### src/common/fault_sup_pkg.sv
// constants shared by the output fault supervisor and its qualifier filter
// assumes a 50 MHz core clock and millivolt / degree-celsius measurement words
`default_nettype none
package fault_sup_pkg;
	localparam int unsigned CLK_HZ = 50_000_000;
	localparam int unsigned CLK_MHZ = CLK_HZ / 1_000_000;
	localparam int unsigned MV_W = 12;
	localparam int unsigned TEMP_W = 8;
	localparam int unsigned PROD_W = 20;
	// qualification and retry delays in their own units
	localparam int unsigned TRIP_DELAY_US = 6;
	localparam int unsigned OT_DELAY_MS = 2;
	localparam int unsigned RETRY_PERIOD_MS = 130;
	localparam int unsigned TRIP_CYC = TRIP_DELAY_US * CLK_MHZ;
	localparam int unsigned OT_CYC = OT_DELAY_MS * 1000 * CLK_MHZ;
	localparam int unsigned RETRY_CYC = RETRY_PERIOD_MS * 1000 * CLK_MHZ;
	// undervoltage fraction: base plus step per select code, capped at max
	localparam logic [7:0] UV_PCT_BASE = 8'd75;
	localparam logic [7:0] UV_PCT_STEP = 8'd5;
	// power-good window
	localparam logic [7:0] PG_LO_PCT_BASE = 8'd90;
	localparam logic [7:0] PG_LO_PCT_STEP = 8'd5;
	localparam logic [7:0] PG_HI_PCT = 8'd110;
	// overvoltage fraction and absolute floor
	localparam logic [7:0] OV_PCT_BASE = 8'd110;
	localparam logic [7:0] OV_PCT_STEP = 8'd10;
	localparam logic [7:0] OV_PCT_MAX = 8'd130;
	localparam logic [PROD_W-1:0] OV_FLOOR_SCALED = 20'd100_000; // 1000 mV times 100
	localparam logic [7:0] PCT_SCALE = 8'd100;
	// tracking error band
	localparam logic [MV_W-1:0] TRK_BAND_MV = 12'd250;
	// temperatures
	localparam logic [TEMP_W-1:0] OT_TRIP_C = 8'd120;
	localparam logic [TEMP_W-1:0] OT_RESTART_C = 8'd110;
	localparam logic [TEMP_W-1:0] WARN_SET_C = 8'd120;
	localparam logic [TEMP_W-1:0] WARN_HYST_C = 8'd3;
	typedef enum logic [1:0] {
		ST_RUN = 2'b00,
		ST_RETRY = 2'b01,
		ST_LATCHED = 2'b10
	} sup_state_t;
endpackage
`default_nettype wire

### src/common/qual_if.sv
// carrier between the supervisor and one condition qualifier
// raw condition goes in, the time-qualified level comes back
`default_nettype none
interface qual_if;
	logic raw;
	logic level;
	modport filt (input raw, output level);
	modport user (output raw, input level);
endinterface
`default_nettype wire

### src/core/output_fault_supervisor.sv
// output fault supervisor: undervoltage, overvoltage, tracking and
// overtemperature protection, overtemperature warning and power-good pin.
// assumes measurement words are synchronous to ref_clk and already scaled
`default_nettype none
module output_fault_supervisor #(
	parameter int unsigned OT_DELAY_CYC = fault_sup_pkg::OT_CYC,
	parameter int unsigned RETRY_DELAY_CYC = fault_sup_pkg::RETRY_CYC
) (
	input wire logic ref_clk,
	input wire logic srst,
	input wire logic clk_en,
	input wire logic [fault_sup_pkg::MV_W-1:0] vout_mv,
	input wire logic [fault_sup_pkg::MV_W-1:0] vset_mv,
	input wire logic [fault_sup_pkg::MV_W-1:0] ramp_target_mv,
	input wire logic ramping,
	input wire logic [fault_sup_pkg::TEMP_W-1:0] temp_c,
	input wire logic [1:0] uv_pct_sel,
	input wire logic [1:0] ov_pct_sel,
	input wire logic pg_lo_sel,
	input wire logic uv_latch_en,
	input wire logic ot_latch_en,
	input wire logic ov_latch_en,
	input wire logic trk_en,
	input wire logic trk_latch_en,
	input wire logic fault_clear,
	output logic turn_off,
	output logic ot_warning,
	output logic power_good_out,
	output logic undervoltage_trip,
	output logic overvoltage_trip,
	output logic tracking_trip,
	output logic ot_trip,
	output logic fault_latched
);
	localparam int unsigned RETRY_W = $clog2(RETRY_DELAY_CYC + 1);
	localparam logic [RETRY_W-1:0] RETRY_LAST = RETRY_W'(RETRY_DELAY_CYC - 1);
	localparam logic [7:0] UV_PCT_MAX = 8'd90;

	qual_if uv_c ();
	qual_if ov_c ();
	qual_if trk_c ();
	qual_if ot_c ();
	qual_if warn_c ();
	qual_if pg_c ();

	// percentage thresholds compared as vout*100 against vset*pct, no divider needed
	wire [7:0] uv_pct_raw = fault_sup_pkg::UV_PCT_BASE
		+ 8'(fault_sup_pkg::UV_PCT_STEP * uv_pct_sel);
	wire [7:0] uv_pct = (uv_pct_raw > UV_PCT_MAX) ? UV_PCT_MAX : uv_pct_raw;
	wire [7:0] ov_pct_raw = fault_sup_pkg::OV_PCT_BASE
		+ 8'(fault_sup_pkg::OV_PCT_STEP * ov_pct_sel);
	wire [7:0] ov_pct = (ov_pct_raw > fault_sup_pkg::OV_PCT_MAX)
		? fault_sup_pkg::OV_PCT_MAX : ov_pct_raw;
	wire [7:0] pg_lo_pct = fault_sup_pkg::PG_LO_PCT_BASE
		+ (pg_lo_sel ? fault_sup_pkg::PG_LO_PCT_STEP : 8'h00);
	// widen before multiplying: a cast of the product would keep only twelve bits
	wire [fault_sup_pkg::PROD_W-1:0] vout_w = fault_sup_pkg::PROD_W'(vout_mv);
	wire [fault_sup_pkg::PROD_W-1:0] vset_w = fault_sup_pkg::PROD_W'(vset_mv);
	wire [fault_sup_pkg::PROD_W-1:0] vout_x100 = vout_w * fault_sup_pkg::PCT_SCALE;
	wire [fault_sup_pkg::PROD_W-1:0] uv_lim = vset_w * uv_pct;
	wire [fault_sup_pkg::PROD_W-1:0] ov_pct_lim = vset_w * ov_pct;
	wire [fault_sup_pkg::PROD_W-1:0] pg_lo_lim = vset_w * pg_lo_pct;
	wire [fault_sup_pkg::PROD_W-1:0] pg_hi_lim = vset_w * fault_sup_pkg::PG_HI_PCT;

	// low setpoints would put the overvoltage limit under a volt; clamp it
	wire [fault_sup_pkg::PROD_W-1:0] ov_lim = (ov_pct_lim < fault_sup_pkg::OV_FLOOR_SCALED)
		? fault_sup_pkg::OV_FLOOR_SCALED : ov_pct_lim;

	// tracking error magnitude against the ramp target
	wire [fault_sup_pkg::MV_W-1:0] trk_err = (vout_mv >= ramp_target_mv)
		? vout_mv - ramp_target_mv : ramp_target_mv - vout_mv;

	// overtemperature recovery and warning hysteresis state
	logic ot_hot_q;
	logic [fault_sup_pkg::TEMP_W-1:0] warn_clr_c;
	assign warn_clr_c = fault_sup_pkg::WARN_SET_C - fault_sup_pkg::WARN_HYST_C;
	wire ot_cool = temp_c <= fault_sup_pkg::OT_RESTART_C;

	// raw conditions; undervoltage blanked during ramp since the output is still rising
	assign uv_c.raw = !ramping && (vout_x100 < uv_lim);
	assign ov_c.raw = vout_x100 > ov_lim;
	assign trk_c.raw = trk_en && ramping && (trk_err > fault_sup_pkg::TRK_BAND_MV);
	assign ot_c.raw = temp_c >= fault_sup_pkg::OT_TRIP_C;
	assign warn_c.raw = warn_c.level ? (temp_c > warn_clr_c)
		: (temp_c > fault_sup_pkg::WARN_SET_C);
	assign pg_c.raw = (vout_x100 >= pg_lo_lim) && (vout_x100 <= pg_hi_lim);

	// six microsecond qualifiers
	cond_qualifier #(.DELAY_CYC(fault_sup_pkg::TRIP_CYC)) uv_q_i (
		.ref_clk(ref_clk),
		.srst(srst),
		.clk_en(clk_en),
		.q(uv_c.filt)
	);
	cond_qualifier #(.DELAY_CYC(fault_sup_pkg::TRIP_CYC)) ov_q_i (
		.ref_clk(ref_clk),
		.srst(srst),
		.clk_en(clk_en),
		.q(ov_c.filt)
	);
	cond_qualifier #(.DELAY_CYC(fault_sup_pkg::TRIP_CYC)) trk_q_i (
		.ref_clk(ref_clk),
		.srst(srst),
		.clk_en(clk_en),
		.q(trk_c.filt)
	);
	cond_qualifier #(.DELAY_CYC(fault_sup_pkg::TRIP_CYC)) warn_q_i (
		.ref_clk(ref_clk),
		.srst(srst),
		.clk_en(clk_en),
		.q(warn_c.filt)
	);
	cond_qualifier #(.DELAY_CYC(fault_sup_pkg::TRIP_CYC)) pg_q_i (
		.ref_clk(ref_clk),
		.srst(srst),
		.clk_en(clk_en),
		.q(pg_c.filt)
	);
	// two millisecond overtemperature qualifier
	cond_qualifier #(.DELAY_CYC(OT_DELAY_CYC)) ot_q_i (
		.ref_clk(ref_clk),
		.srst(srst),
		.clk_en(clk_en),
		.q(ot_c.filt)
	);

	// qualified fault events and whether each wants to latch
	wire uv_ev = uv_c.level;
	wire ov_ev = ov_c.level;
	wire trk_ev = trk_c.level;
	wire ot_ev = ot_c.level;
	wire any_ev = uv_ev || ov_ev || trk_ev || ot_ev;
	wire latch_ev = (uv_ev && uv_latch_en) || (ot_ev && ot_latch_en)
		|| (ov_ev && ov_latch_en) || (trk_ev && trk_latch_en);

	fault_sup_pkg::sup_state_t state_q;
	fault_sup_pkg::sup_state_t state_d;
	logic [RETRY_W-1:0] retry_cnt_q;
	wire retry_done = retry_cnt_q == RETRY_LAST;
	// overtemperature blocks release until the die cools to the restart level
	wire release_ok = !ot_hot_q || ot_cool;

	// supervisor sequence; a latching fault arriving with the clear keeps the latch set
	always_comb begin
		state_d = state_q;
		case (state_q)
			fault_sup_pkg::ST_RUN: begin
				if (latch_ev) begin
					state_d = fault_sup_pkg::ST_LATCHED;
				end else if (any_ev) begin
					state_d = fault_sup_pkg::ST_RETRY;
				end
			end
			fault_sup_pkg::ST_RETRY: begin
				if (latch_ev) begin
					state_d = fault_sup_pkg::ST_LATCHED;
				end else if (retry_done && release_ok) begin
					state_d = fault_sup_pkg::ST_RUN;
				end
			end
			fault_sup_pkg::ST_LATCHED: begin
				if (fault_clear && !latch_ev && release_ok) begin
					state_d = fault_sup_pkg::ST_RUN;
				end
			end
			default: begin
				state_d = fault_sup_pkg::ST_LATCHED;
			end
		endcase
	end

	// state register and retry period counter
	always_ff @(posedge ref_clk) begin
		if (srst) begin
			state_q <= fault_sup_pkg::ST_RUN;
			retry_cnt_q <= '0;
		end else if (clk_en) begin
			state_q <= state_d;
			retry_cnt_q <= (state_q == fault_sup_pkg::ST_RETRY && !retry_done)
				? retry_cnt_q + 1'b1 : '0;
		end
	end

	// overtemperature shutdown memory, set on trip, cleared only when cool
	always_ff @(posedge ref_clk) begin
		if (srst) begin
			ot_hot_q <= 1'b0;
		end else if (clk_en) begin
			if (ot_ev) begin
				ot_hot_q <= 1'b1;
			end else if (ot_cool) begin
				ot_hot_q <= 1'b0;
			end
		end
	end

	// registered outputs; turn-off follows the next state so no extra cycle is added
	always_ff @(posedge ref_clk) begin
		if (srst) begin
			turn_off <= 1'b0;
			ot_warning <= 1'b0;
			power_good_out <= 1'b0;
			undervoltage_trip <= 1'b0;
			overvoltage_trip <= 1'b0;
			tracking_trip <= 1'b0;
			ot_trip <= 1'b0;
			fault_latched <= 1'b0;
		end else if (clk_en) begin
			turn_off <= state_d != fault_sup_pkg::ST_RUN;
			ot_warning <= warn_c.level;
			power_good_out <= pg_c.level;
			undervoltage_trip <= uv_ev;
			overvoltage_trip <= ov_ev;
			tracking_trip <= trk_ev;
			ot_trip <= ot_ev;
			fault_latched <= state_d == fault_sup_pkg::ST_LATCHED;
		end
	end
endmodule
`default_nettype wire

### src/core/cond_qualifier.sv
// time qualifier: output follows the raw condition once it has held steady
// for DELAY_CYC consecutive enabled clocks; assumes synchronous raw input
`default_nettype none
module cond_qualifier #(
	parameter int unsigned DELAY_CYC = 300
) (
	input wire logic ref_clk,
	input wire logic srst,
	input wire logic clk_en,
	qual_if.filt q
);
	localparam int unsigned CNT_W = $clog2(DELAY_CYC + 1);
	localparam logic [CNT_W-1:0] LAST = CNT_W'(DELAY_CYC - 1);
	logic [CNT_W-1:0] cnt_q;
	logic level_q;
	wire differs = q.raw != level_q;
	wire done = differs && (cnt_q == LAST);
	// a short glitch restarts the count, so only a held crossing moves the output
	always_ff @(posedge ref_clk) begin
		if (srst) begin
			cnt_q <= '0;
			level_q <= 1'b0;
		end else if (clk_en) begin
			cnt_q <= (differs && !done) ? cnt_q + 1'b1 : '0;
			if (done) begin
				level_q <= q.raw;
			end
		end
	end
	assign q.level = level_q;
endmodule
`default_nettype wire

### config.mk
export PLATFORM = sky130hd
export DESIGN_NAME = output_fault_supervisor
export DESIGN_NICKNAME = d
export VERILOG_FILES = /design/src/common/fault_sup_pkg.sv /design/src/common/qual_if.sv /design/src/core/output_fault_supervisor.sv /design/src/core/cond_qualifier.sv
export SDC_FILE = /design/constraint.sdc
export NUM_CORES = 1
export LEC_CHECK = 0
export ABC_AREA = 0
export BUFFER_PORTS_ARGS = -buffer_cell sky130_fd_sc_hd__buf_2
export CAP_MARGIN = 20
export CORE_MARGIN = 1.5
export CORE_UTILIZATION = 55
export CTS_CLUSTER_DIAMETER = 50
export CTS_CLUSTER_SIZE = 8
export DETAILED_ROUTE_END_ITERATION = 6
export MAX_ROUTING_LAYER = met4
export PLACE_DENSITY_LB_ADDON = 0.05
export SLEW_MARGIN = 5
export SYNTH_ARGS = -nofsm -noshare
export SYNTH_HDL_FRONTEND = slang
export SYNTH_SLANG_ARGS = --single-unit
### constraint.sdc
create_clock -name ref_clk -period 8.2 [get_ports ref_clk]
set_input_delay 1.64 -clock ref_clk [delete_from_list [all_inputs] [get_ports ref_clk]]
set_output_delay 1.64 -clock ref_clk [all_outputs]
set_load 0.02 [all_outputs]
==> results.toml <==
[outcome]
status = "finished clean"

[synthesis]
yosys_warnings = 0
yosys.area.top_type_share_pct = 22.1
synthArstFlopShare_pct = 0
ys_ff_latch = 102
synth-edff-count = 0
ys.flop_type = "dfxtp_1"
synth_cell_type_count = 75
postSynthAreaPerCell_um2 = 8.35
synth_common_cells = "inv_1, ha_1, nor2_1"
syn_nets = 2582
yosysMostFrequentCell = "inv_1"
syn_area_um2 = 17200
synthTopCellsByArea = "ha_1, fa_1, dfxtp_1, inv_1, nor2_1"
synth-seq-area-share_pct = 11.9
synth_top_area_cell = "ha_1"
synth_cells = 2055

[floorplan]
die_h_um = 180
ios = 67
die-area_um2 = 32300
placementRows = 64
start_util_pct = 55.9
die_w_um = 180
core_area_um2 = 30700

[global_routing]
grt_antenna_before_repair = 0
grt_pass1_wl_um = 68300
overflow = 0
grt_usage_pct = 26.4
first_global_vias = 14400
grt_max_degree = 62

[layout]
final_util_pct = 64.2
antenna_cells = 0
synthToLayoutAreaGrowth_pct = 14.8
nFillCells = 2718
layout-drive-gt1-share_pct = 13.8
nets = 2758

[power_and_ir_drop]
leakage_uw = 0.00977
peakVddDrop_mv = 0.190
p_sw_share_pct = 47.2
p_sw_uw = 2470
p_comb_share_pct = 81.9
intPower_uw = 2760
p_seq_share_pct = 9.8
p_clk_share_pct = 8.3
power.density_nw_per_um2 = 265

[clock_tree]
clock-sinks = 102
numCtsBuffers = 9
cts_tree = "yes"
clk_latency_ns = 0.35
clockBufferDepth = 2
ctsHoldBuffers = 0
h-tree-depth = 3
clk_pin_slew_worst_paths_ns = 0.07
root_buffer = "clkbuf_16"

[setup_path]
critPathRequiredTime_ns = 8.45
reg2regPathDepth = 7
rrSetupSlack_ns = 5.92
cp_common_cell = "fa_1"
cpPeakStageDelay_ns = 0.49
cp-start-kind = "input port"
worstPathArrival_ns = 8.19
criticalPathCategory = "in2reg"
cp_max_fo = 5
cp-end-kind = "register"
slowest_stage = "fa_1"

[sta]
rsz0062_at_grt = "yes"
worst_slew_pin_slew_ns = 0.946
fin_crit_ns = 7.94
hold_slack_ns = 0.466
fin_crit_sh_pct = 96.8
final_hold_viol_count = 0
fin_skew_ns = 0.00680
relSlewSlack_pct = 36.4
setup_violations = 0
finalMaxSlewViolations = 0
max_freq_mhz = 126

[placed_design]
routabilityCongestion = 0.872
dp_hpwl_um = 33700
io_buffers = 66

[routing]
first_pass_iters = 5
routedWlPerCell_um = 15.7
remaining_drc_errors = 0
vias = 14200
viasPerCell = 5.41
ant_nets = 0
wl_um = 41300
drt_iter0_markers = 641

[hold_path]
holdPathStages = 2
min_path_type = "reg2reg"

[job]
cap_violations = 0
==> layout by cell type, fill, tap and decap left out, drive strengths merged, types with 54 or more instances in the layout <==
cell type  netlist  layout
buf              8     203
inv            349     354
o21ai           54      54
ha             303     303
nor2           191     191
dfxtp          102     102
xnor2           72      72
a21oi           69      69
xor2            80      80
nand2          151     151
fa             165     165
==> worst paths after layout <==
check | endpoint | start
min reg2reg | overvoltage_trip | overvoltage_trip
max | ov_q_i.cnt_q[0] | ov_pct_sel[1]
max reg2reg | ot_q_i.cnt_q[14] | ot_q_i.cnt_q[5]
min | overvoltage_trip | overvoltage_trip
==> per-layer routing <==
metal  GRT usage [%]  share of wire [%]  vias up
met5               -                  0        -
met4            7.20                2.2        0
met3            1.48                2.5       56
met2            45.5                 49      246
met1            33.7                 46     6755
li1                -                  -     7171
==> flip-flops by register name, summed over array words and instances, names as in the netlist <==
| register | count |
|---|---|
| ov_q_i.q.level | 1 |
| overvoltage_trip | 1 |
| ot_hot_q | 1 |
| ot_q_i.cnt_q | 17 |
| ot_trip | 1 |
| trk_q_i.cnt_q | 9 |
| fault_latched | 1 |
| warn_q_i.q.level | 1 |
| uv_q_i.cnt_q | 9 |
| turn_off | 1 |
| ot_warning | 1 |
| warn_q_i.cnt_q | 9 |
| state_q | 2 |
| ov_q_i.cnt_q | 9 |
| pg_q_i.q.level | 1 |
| ot_q_i.q.level | 1 |
| trk_q_i.q.level | 1 |
| tracking_trip | 1 |
| retry_cnt_q | 23 |
| power_good_out | 1 |
| undervoltage_trip | 1 |
| uv_q_i.q.level | 1 |
| pg_q_i.cnt_q | 9 |
==> final cells by class <==
cell class              instances  area [um^2]  share of cell area (%)
clock buffers                   9          225                    1.14
clock inverters                 7         78.8                   0.400
inverters                     352         1330                    6.75
multi-input cells            1559        14000                    71.1
flip-flops and latches        102         2040                    10.4
well taps                     396          495                    2.52
repair buffers                207         1520                    7.71
==> power groups by stage <==
stage          Combinational (uW)  Clock, uW  Sequential, uW
6_report                     4280        433             513
5_1_grt                      4820        462             515
4_1_cts                      3910        441             513
3_5_place_dp                 3860          0             525
3_3_place_gp                 3760          0             524
2_1_floorplan                2730          0             523
==> logic make-up after synthesis <==
family          Yosys count  synth area share [%]
mux                      15                 0.890
xor+xnor                152                  7.81
buf+inv                 395                  8.72
simple gates            629                  17.8
flops                   102                  11.9
fa+ha+maj               468                  41.4
compound gates          294                  11.5
==> worst max-delay path: cells and delay by family <==
kind / cells / cell delay [ns]
compound gates: 11 / 2.03
xor+xnor: 1 / 0.18
fa+ha+maj: 6 / 2.12
buf+inv: 5 / 0.50
mux: 1 / 0.31
simple gates: 7 / 1.40
==> per-stage QoR <==
step	setup TNS (ns)	power (uW)	cell area, um^2	std cells	setup WS (ns)
floorplan	0	3250	17200	2055	0.0206
global placement	-1.72	4280	18700	2595	-0.224
detailed placement	-3.73	4390	18700	2595	-0.467
CTS	0	4870	19100	2615	0.00822
global route	-0.512	5800	19700	2632	-0.0948
finish	0	5230	19700	2632	0.264
==> timing repair <==
| action | in CTS | in global routing |
|---|---|---|
| cloned | 1 | 3 |
| pin swaps | 8 | 67 |
| endpoints found under the hold margin | 0 | 0 |
| endpoints found under the setup margin | 9 | 13 |
| setup buffers | 3 | 14 |
| gates resized for setup | 4 | 86 |
Note: power is estimated with default switching activity, not from simulation.
